## src/hw/qbio_pkg.sv

```systemverilog
/*
  qbio_pkg: constants and carrier types for the quad byte I/O port.
  assumes: included before the port module; 8-bit special function register space.
*/
package qbio_pkg;
  localparam int QBIO_PORTS = 4;
  localparam int QBIO_WIDTH = 8;
  localparam logic [7:0] QBIO_PORT_ZERO_ADDR = 8'h80;
  localparam logic [7:0] QBIO_PORT_ONE_ADDR = 8'h90;
  localparam logic [7:0] QBIO_PORT_TWO_ADDR = 8'hA0;
  localparam logic [7:0] QBIO_PORT_THREE_ADDR = 8'hB0;
  localparam logic [7:0] QBIO_DATA_RESET = 8'hFF;
  localparam logic [7:0] QBIO_READ_NONE = 8'h00;

  typedef struct packed {
    logic [7:0] addr;
    logic wrEn;
    logic rdEn;
    logic rmw;
    logic [7:0] wrData;
  } qbio_sfr_s;
endpackage : qbio_pkg

```

## src/hw/qbio_port.sv

```systemverilog
/*
  qbio_port: four 8-bit general purpose ports behind special function registers.
  assumes: core drives one sfr access per cycle on ref_clk; pins are asynchronous.
*/
`timescale 1ns/1ps

// Summary of operation
// - four 8-bit ports at 0x80, 0x90, 0xA0, 0xB0 each own register
// - read-modify-write reads return the output data register, not pins
// - other reads of a mapped port return synchronised pin levels; unmapped reads return 0x00
// - separate input and output pins, no tri-state anywhere
module qbio_port
  import qbio_pkg::*;
(
  input wire logic ref_clk,
  input wire logic reset_n,
  input wire qbio_sfr_s sfrReq,
  output logic [7:0] sfrRdData,
  output logic sfrRdHit,
  input wire logic [31:0] portPinIn,
  output logic [31:0] portPinOut
);

  // ------------------------------------------------------------
  // address decode
  // ------------------------------------------------------------
  logic [3:0] portSel;
  assign portSel[0] = (sfrReq.addr == QBIO_PORT_ZERO_ADDR);
  assign portSel[1] = (sfrReq.addr == QBIO_PORT_ONE_ADDR);
  assign portSel[2] = (sfrReq.addr == QBIO_PORT_TWO_ADDR);
  assign portSel[3] = (sfrReq.addr == QBIO_PORT_THREE_ADDR);
  wire anyHit = |portSel;

  // ------------------------------------------------------------
  // pin synchroniser
  // ------------------------------------------------------------
  // two flops; pin levels read back lag the pins by two cycles
  logic [31:0] pinMeta;
  logic [31:0] pinSync;
  always_ff @(posedge ref_clk) begin
    if (!reset_n) begin
      // idle level of the pulled-up pins, so no false low follows reset
      pinMeta <= {QBIO_PORTS{QBIO_DATA_RESET}};
      pinSync <= {QBIO_PORTS{QBIO_DATA_RESET}};
    end else begin
      pinMeta <= portPinIn;
      pinSync <= pinMeta;
    end
  end

  // ------------------------------------------------------------
  // data registers
  // ------------------------------------------------------------
  logic [7:0] portData [QBIO_PORTS];
  logic [7:0] next_rdData;
  logic next_rdHit;

  genvar g;
  generate
    for (g = 0; g < QBIO_PORTS; g++) begin : gPort
      always_ff @(posedge ref_clk) begin
        if (!reset_n) begin
          portData[g] <= QBIO_DATA_RESET;
        end else if (sfrReq.wrEn && portSel[g]) begin
          portData[g] <= sfrReq.wrData;
        end
      end
      assign portPinOut[g*8 +: 8] = portData[g];
    end
  endgenerate

  // ------------------------------------------------------------
  // read path
  // ------------------------------------------------------------
  // per-port readback byte, masked by its select
  logic [7:0] portReadback [QBIO_PORTS];
  logic [7:0] portReadMasked [QBIO_PORTS];
  genvar r;
  generate
    for (r = 0; r < QBIO_PORTS; r++) begin : gRead
      assign portReadback[r] = sfrReq.rmw ? portData[r] : pinSync[r*QBIO_WIDTH +: QBIO_WIDTH];
      assign portReadMasked[r] = portReadback[r] & {QBIO_WIDTH{portSel[r]}};
    end
  endgenerate
  // decode is one-hot, so or-ing the masked bytes is a mux without priority
  assign next_rdData = portReadMasked[0] | portReadMasked[1] | portReadMasked[2] | portReadMasked[3];
  assign next_rdHit = sfrReq.rdEn && anyHit;

  // registered read data: answer one cycle after the request
  always_ff @(posedge ref_clk) begin
    if (!reset_n) begin
      sfrRdData <= QBIO_READ_NONE;
      sfrRdHit <= 1'b0;
    end else begin
      sfrRdData <= sfrReq.rdEn ? next_rdData : QBIO_READ_NONE;
      sfrRdHit <= next_rdHit;
    end
  end

  // checker-side address map, built from the constants rather than the decode
  wire chkMapped = (sfrReq.addr == QBIO_PORT_ZERO_ADDR) || (sfrReq.addr == QBIO_PORT_ONE_ADDR) ||
      (sfrReq.addr == QBIO_PORT_TWO_ADDR) || (sfrReq.addr == QBIO_PORT_THREE_ADDR);
  wire chkRmwRead = sfrReq.rdEn && sfrReq.rmw;
  wire chkPinRead = sfrReq.rdEn && !sfrReq.rmw;
endmodule : qbio_port

```

## config.mk

```make
export PLATFORM = sky130hd
export DESIGN_NAME = qbio_port
export DESIGN_NICKNAME = d
export VERILOG_FILES = /design/src/hw/qbio_pkg.sv /design/src/hw/qbio_port.sv
export SDC_FILE = /design/constraint.sdc
export NUM_CORES = 1
export LEC_CHECK = 0
export BUFFER_PORTS_ARGS = -buffer_cell sky130_fd_sc_hd__buf_2
export CAP_MARGIN = 20
export CORE_UTILIZATION = 56
export CTS_CLUSTER_SIZE = 8
export DETAILED_ROUTE_END_ITERATION = 6
export PLACE_DENSITY_LB_ADDON = 0.2
export RECOVER_POWER = 25
export SLEW_MARGIN = 20
export SYNTH_ARGS = -nofsm -noshare
export SYNTH_HDL_FRONTEND = slang
export SYNTH_SLANG_ARGS = --single-unit
export TNS_END_PERCENT = 10
```

## constraint.sdc

```tcl
create_clock -name ref_clk -period 4.8 [get_ports ref_clk]
set_clock_uncertainty 0.05 [all_clocks]
set_input_delay 0.96 -clock ref_clk [delete_from_list [all_inputs] [get_ports ref_clk]]
set_output_delay 0.96 -clock ref_clk [all_outputs]
set_load 0.03 [all_outputs]
```

* After elaboration in Yosys (flattened, before gate mapping)
Memories as Yosys holds them, arrays and structs flattened.
Index checks and enable logic that the tools add are counted.
Widths: inputs -> output; s select.
** Storage, ports and cells
- Register bits :: 73
- RAM bits :: 32
- Output and inout port bits :: 41
- Memories kept :: 1
** Operators by class
- Equal/unequal tests :: 4
- Multiplexer cells :: 21
- Bitwise gates (word level) :: 11
- Reductions and logical operators :: 7
** Memories
- portData :: words 4, bits a word 8, rd ports 4, clocked after Yosys merged registers in 0, write ports 4, line qbio_port.sv:54 : logic [7:0] portData [QBIO_PORTS];
** Operators by type and width (count)
- $mux 8 :: 8
- $and 8x8->8 :: 4
- $eq 8x8->1 const B :: 4
- $or 8x8->8 :: 3
- $mux 1 :: 13
- $logic_and 1x1->1 :: 5
- $or 1x1->1 :: 4
- $reduce_or 4->1 :: 1
- $reduce_and 2->1 :: 1

* Depth between registers and ports, before layout
Gate-level depths: netlist (run 1).
- Word-level depth :: 6
- Mapped depth :: 5
- Mapped depth without buffers :: 3

* Worst setup path after synthesis (run 1)
Ideal clock, no wire load.
- Kind :: in2reg
- From :: input sfrReq[14] (netlist name)
- To :: memory portData[0][0], enable pin
- Setup time :: 0.325 ns
- Data arrival time :: 2.312 ns
- Slack :: 2.113 ns
- Stages :: 4
- Buffers on the path :: 1
- Path through :: or4b_1 -> buf_6 -> nor4_4 -> a21bo_1
** RTL lines
- start: declaration :: line qbio_port.sv:17 : input wire qbio_sfr_s sfrReq,
- end: declaration :: line qbio_port.sv:54

* Worst setup path after layout (run 1)
- From :: input reset_n
- To :: register pinSync[31]
** RTL lines
- start: declaration :: line qbio_port.sv:16 : input wire logic reset_n,
- end signal: assignment :: line qbio_port.sv:44 : pinSync <= {QBIO_PORTS{QBIO_DATA_RESET}};
- end signal: assignment :: line qbio_port.sv:47 : pinSync <= pinMeta;
- end: declaration :: line qbio_port.sv:39 : logic [31:0] pinSync;
No word-level cell between the ends.

==> flow_summary_export.csv, run 1 <==
group,metric,value,unit
grt,grt_util_all_layers,0.2355,
logic_synthesis,synth_area_per_cell,12.47,um2
power_and_ir_drop,p_total,1608,uW
floorplan,die_y,83.46,um
clocking,htree_levels,3,
critical_path,required,4.92,ns
power_and_ir_drop,switchingPower,392.9,uW
clocking,cts-root-buf,"clkbuf_8",
floorplan,dieWidth,83.46,um
clocking,cts_buffer_depth,2,
route,num_vias,2485,
floorplan,pin_count,94,
clocking,path_clk_slew,0.09,ns
finish,drive_gt1_frac,0.2839,
grt,grt_max_degree,44,
place,pre_cts_slack,1.760,ns
sta,min_period,3.261,ns
floorplan,core_area,6386,um2
power_and_ir_drop,power.density,367.5,nW/um2
clocking,cts-hold-fix-buffers,0,
critical_path,crit_path_end_kind,"register",
route,drt-total-wl,7783,um
power_and_ir_drop,peakVddDrop,0.2118,mV
sta,drv_slew,44,
finish,finalNonFillerCells,468,
finish,multiInputGateArea,1217,um2
place,post-dp-hpwl,5580,um
grt,antenna_found_initial,0,
power_and_ir_drop,seqPwrFrac,0.602,
route,wl_met3,677,um
route,vias_per_cell,5.310,
critical_path,slowest_delay,1.34,ns
flow_run,maxCapViolations,1,
finish,nNetsFinal,439,
grt,first_global_vias,2331,
sta,tightest_slew,1.744,ns
route,routedWlPerCell,16.63,um
route,drt_iter0_markers,204,
sta,grt_setup_unrepaired,"no",
finish,antennaDiodeCount,0,
critical_path,path_cells,"clkbuf_1 -> clkbuf_1 -> nand2b_1",
logic_synthesis,synth-seq-area-share,0.6519,
critical_path,cp_slowest_cell,"clkbuf_1",
sta,fin_crit_sh,0.6794,
clocking,cts_tree,"built",
logic_synthesis,synth.most_common_cell,"dfxtp_1",
route,drc,0,
sta,tns,0,ns
logic_synthesis,yosysTopAreaCellShare,0.3933,
clocking,post_cts_buffers,0,
logic_synthesis,synthCells,298,
floorplan,rows,29,
outcome,status,"finished, violations left",
logic_synthesis,synth.distinct_cells,15,
sta,max-slew-margin-rel,-0.1627,
critical_path,crit_type,"input pin to register",
power_and_ir_drop,pwr-share-comb,0.095,
logic_synthesis,synth-main-ff-cell,"dfxtp_1",
logic_synthesis,ys_top_cells_by_area,"dfxtp_1, edfxtp_1, nand2b_1",
logic_synthesis,syn-num-nets,351,
power_and_ir_drop,switching_share,0.2442,
clocking,post_cts_resized,0,
logic_synthesis,ys_ff_latch,105,
power_and_ir_drop,p_leak,0.001848,uW
sta,whs,0.3606,ns
route,dr.pass1.iters,4,
sta,final_hold_viol_count,0,
sta,fmax,0.3066,GHz
route,wl_met1,3264,um
logic_synthesis,yosys-top-cells-count,"dfxtp_1, nand2b_1, nand2_1",
clocking,cts-buffers-inserted,9,
clocking,clock-sinks,105,
logic_synthesis,synth_top_area_cell,"dfxtp_1",
place,placed_cells,452,
outcome,violations,"capacitance limit, slew limit",
grt,grt_pass1_wl,11890,um
route,postRouteAntennaNets,0,
place,place_congestion,0.8039,
logic_synthesis,synth_edf_count,32,
clocking,clk_latency,0.36,ns
critical_path,path_common_cell,"clkbuf_1",
finish,synthToLayoutAreaGrowth,17.78,%
floorplan,initial_core_util,0.5819,
hold_path,hp-class,"register to register",
critical_path,cp_max_fo,43,
grt,overflow,0,
power_and_ir_drop,p_int,1216,uW
floorplan,dieArea,6966,um2
logic_synthesis,syn_area,3716,um2
finish,n_fill_cell,478,
route,dr_wl_met2,3599,um
power_and_ir_drop,clock_power_share,0.303,
route,top_layer,"met4",
place,numPortBuffers,93,
logic_synthesis,yosys_warnings,0,
finish,ff_latch_area,2422,um2
sta,fin_ws,1.539,ns
logic_synthesis,async_reset_ff_frac,0,
sta,setup_viol,0,
critical_path,start_kind,"input pin",
critical_path,arrival,3.38,ns
-- metal layers --
layer,GRT usage,vias up
li1,-,1186
met1,0.3042,1160
met2,0.3525,119
met3,0.07814,20
met4,0.1279,0
met5,0,-
-- power by group through the flow --
stage / combinational [uW] / sequential, uW / clock (uW)
2_1_floorplan: 72.7 / 1010 / 0
3_3_place_gp: 150 / 988 / 0
3_5_place_dp: 153 / 988 / 0
4_1_cts: 154 / 968 / 496
5_1_grt: 165 / 972 / 534
6_report: 153 / 968 / 487
-- sequential cells by signal, indices dropped and copies added (netlist names) --
signal     count
pinMeta       32
pinSync       32
portData      32
sfrRdData      8
sfrRdHit       1
-- final timing paths --
kind	start	end	slack, ns	cells after the start
worst max register to register	portData[2][0]	sfrRdData[0]	3.66	3
worst max-delay path	reset_n	pinSync[31]	1.54	3
worst min-delay path	pinMeta[20]	pinSync[20]	0.36	1
worst min register to register	pinMeta[20]	pinSync[20]	0.36	1
-- cells in the final DEF (no fill, tap or decap) --
| cell type | synthesis | routed |
|---|---|---|
| buf_2 | 4 | 92 |
| dfxtp_1 | 73 | 73 |
| nand2b_1 | 66 | 66 |
| nand2_1 | 35 | 35 |
| mux2i_1 | 32 | 32 |
| edfxtp_1 | 32 | 32 |
| o22ai_1 | 16 | 16 |
| clkbuf_8 | 0 | 10 |
| o21a_1 | 8 | 8 |
| nor2_1 | 8 | 8 |
| nor4_4 | 5 | 5 |
| a21bo_1 | 4 | 4 |
| clkbuf_1 | 12 | 4 |
| inv_4 | 0 | 3 |
| or4b_1 | 1 | 1 |
| or2_1 | 1 | 1 |
| clkinv_4 | 0 | 1 |
-- through the flow --
step                utilization  area (um2)
finish                   0.6853        4377
floorplan                     -        3716
global route             0.6853        4377
detailed placement       0.6591        4209
CTS                      0.6861        4382
global placement         0.6591        4209
-- cell type report --
| class | instances | share of cell area |
|---|---|---|
| multi-input combinational | 176 | 0.2782 |
| tap | 77 | 0.02201 |
| clock inverter | 4 | 0.006289 |
| clock buffer | 12 | 0.03316 |
| sequential | 105 | 0.5535 |
| timing repair buffer | 94 | 0.1069 |
-- critical path: cells and delay by family --
kind                   cells  cell delay (ns)
buffers and inverters      2             2.21
and+or+nand+nor            1             0.21
-- cell families (layout without fill, tap and decap cells) --
group,Yosys count,count (layout),synth area share
simple gates,116,116,0.1875
compound gates,28,28,0.05387
mux,32,32,0.08620
buf+inv,17,110,0.02054
flops,105,105,0.6519
Power figures use the tool's default switching activity.
==> run 2, diff against run 1 <==
- ABC_AREA: unset -> 1
- CORE_UTILIZATION: 56 -> 53
- clock period: 4.8 -> 3.35 ns (I/O delays scaled with it)
==> flow_summary_export.csv, run 2 <==
group,metric,value,unit
route,drc,0,
power_and_ir_drop,p_int,1701,uW
finish,drive_gt1_frac,0.2490,
critical_path,cp_slowest_cell,"o21ai_1",
route,dr.pass1.iters,4,
critical_path,crit_type,"input pin to register",
floorplan,core_area,7331,um2
finish,synthToLayoutAreaGrowth,14.47,%
power_and_ir_drop,seqPwrFrac,0.607,
logic_synthesis,yosysTopAreaCellShare,0.3582,
place,pre_cts_slack,0.9265,ns
grt,grt_util_all_layers,0.2141,
power_and_ir_drop,switchingPower,580.7,uW
hold_path,hp-start,"pinMeta[10]",
logic_synthesis,synth_edf_count,32,
critical_path,reg2reg_from,"portData[2][5]",
finish,nNetsFinal,566,
critical_path,critPathTopFamily,"simple AND/OR/NAND/NOR gates",
route,num_vias,2909,
route,routedWlPerCell,13.24,um
grt,first_global_vias,2721,
sta,max-slew-margin-rel,0.5578,
critical_path,path_cells,"buf_2 -> inv_2 -> nand2_4 -> nor2_8 -> nand2_4 -> o21ai_1",
logic_synthesis,syn_area,4080,um2
critical_path,crit_path_end_kind,"register",
floorplan,initial_core_util,0.5566,
critical_path,rrSetupSlack,2.29,ns
flow_run,maxCapViolations,0,
route,vias_per_cell,4.715,
finish,layout_commonest_cell,"nand2_1",
clocking,htree_levels,3,
critical_path,start_kind,"input pin",
sta,final_hold_viol_count,0,
outcome,status,"completed",
logic_synthesis,synth_top_area_cell,"dfxtp_1",
clocking,post_cts_resized,0,
logic_synthesis,synth-seq-area-share,0.5937,
hold_path,hp-class,"register to register",
sta,fmax,0.4930,GHz
logic_synthesis,yosys_warnings,0,
logic_synthesis,synth.distinct_cells,19,
grt,antenna_found_initial,0,
power_and_ir_drop,p_total,2282,uW
clocking,cts_tree,"built",
sta,fin_ws,1.322,ns
grt,grt_max_degree,69,
place,post-dp-hpwl,5808,um
critical_path,reg2reg_depth,6,
clocking,cts-hold-fix-buffers,0,
clocking,clock-sinks,105,
grt,grt_pass1_wl,13170,um
place,place_congestion,0.8313,
sta,tns,0,ns
critical_path,arrival,1.99,ns
power_and_ir_drop,power.density,488.5,nW/um2
logic_synthesis,synth_area_per_cell,9.600,um2
power_and_ir_drop,p_leak,0.002182,uW
floorplan,pin_count,94,
floorplan,die_y,89.74,um
logic_synthesis,syn-num-nets,478,
critical_path,slowest_delay,0.55,ns
power_and_ir_drop,clock_power_share,0.296,
grt,overflow,0,
finish,largestRegisters,"pinMeta (32), pinSync (32), portData (32)",
sta,drv_slew,0,
logic_synthesis,yosys-top-cells-count,"nand2_1, dfxtp_1, or2_1",
critical_path,required,3.31,ns
power_and_ir_drop,switching_share,0.2545,
power_and_ir_drop,pwr-share-comb,0.098,
sta,tightest_slew,0.6589,ns
route,drt_iter0_markers,154,
logic_synthesis,synth-main-ff-cell,"dfxtp_1",
critical_path,r2r_end,"sfrRdData[5]",
clocking,cts-buffers-inserted,9,
hold_path,whs_path_depth,1,
clocking,clk_latency,0.37,ns
sta,setup_viol,0,
critical_path,cp_max_fo,36,
finish,ff_latch_area,2422,um2
finish,multiInputGateArea,1419,um2
logic_synthesis,synth.most_common_cell,"nand2_1",
finish,n_fill_cell,642,
floorplan,dieArea,8053,um2
sta,fin_crit_sh,0.6055,
logic_synthesis,ys_ff_latch,105,
clocking,post_cts_buffers,0,
logic_synthesis,ys_top_cells_by_area,"dfxtp_1, edfxtp_1, nand2_1",
sta,min_period,2.028,ns
critical_path,path_common_cell,"nand2_4",
finish,layout_common_cells,"nand2_1, buf_2, dfxtp_1",
power_and_ir_drop,peakVddDrop,0.2404,mV
clocking,cts_buffer_depth,2,
critical_path,crit_buf_inv,2,
floorplan,rows,31,
finish,fin_util,0.6371,
finish,antennaDiodeCount,0,
hold_path,worstHoldEndpoint,"pinSync[10]",
floorplan,dieWidth,89.74,um
sta,grt_setup_unrepaired,"no",
logic_synthesis,async_reset_ff_frac,0,
logic_synthesis,synthCells,425,
place,numPortBuffers,93,
route,drt-total-wl,8168,um
clocking,path_clk_slew,0.09,ns
route,postRouteAntennaNets,0,
clocking,cts-root-buf,"clkbuf_8",
==> run 2: cell count changes in the layout (fill, tap and decap cells not counted), moves of 6 or more <==
cell	change
inv_1	+12
mux2i_1	-32
nand2_1	+116
nand2_4	+6
nand2b_1	-66
nand3_1	+32
nor2_1	+10
o21a_1	-8
o22ai_1	-16
or2_1	+63
==> run 2: power by group through the flow <==
stage | sequential (uW) | clock, uW | combinational (uW)
2_1_floorplan | 1450 | 0 | 113
3_3_place_gp | 1410 | 0 | 222
3_5_place_dp | 1410 | 0 | 224
4_1_cts | 1380 | 686 | 225
5_1_grt | 1390 | 732 | 245
6_report | 1380 | 674 | 223
==> run 2: through the flow <==
step	hold WS (ns)	instances	instance area, um2
6_report	0.3625	617	4671
4_1_cts	0.3628	617	4672
3_3_place_gp	0.3379	601	4511
2_1_floorplan	0.3355	425	4080
5_1_grt	0.3757	617	4671
3_5_place_dp	0.3408	601	4511
==> run 2: logic make-up (layout without fill, tap and decap cells) <==
| logic type | Yosys count | count (layout) | share of synthesized area |
|---|---|---|---|
| buffers and inverters | 35 | 128 | 0.05857 |
| AOI/OAI and AO/OA | 4 | 4 | 0.004907 |
| and+or+nand+nor | 281 | 281 | 0.3428 |
| DFF | 105 | 105 | 0.5937 |
==> run 2: how the worst max path moves through the flow <==
stage | startpoint | end | cells after the start
finish | sfrReq[13] | portData[1][1] | 6
global route | sfrReq[11] | portData[2][6] | 6
CTS | sfrReq[13] | portData[2][6] | 6
detailed placement | sfrReq[13] | portData[2][2] | 6
global placement | sfrReq[13] | portData[2][3] | 6
floorplan | sfrReq[11] | portData[0][0] | 5
==> run 2: layer usage <==
layer | global-route usage | part of all wire | up-vias
met5 | 0 | 0 | -
met4 | 0.09290 | 0.023 | 0
met3 | 0.05076 | 0.089 | 16
met2 | 0.3301 | 0.45 | 112
met1 | 0.2886 | 0.43 | 1288
li1 | - | - | 1493
==> run 2: layout make-up <==
type                            instances  area share
Inverter                               18     0.01554
Multi-Input combinational cell        285      0.3038
Tap cell                               99     0.02652
Sequential cell                       105      0.5186
Timing Repair Buffer                   94      0.1010
Clock buffer                           10     0.02732
Clock inverter                          6    0.007233
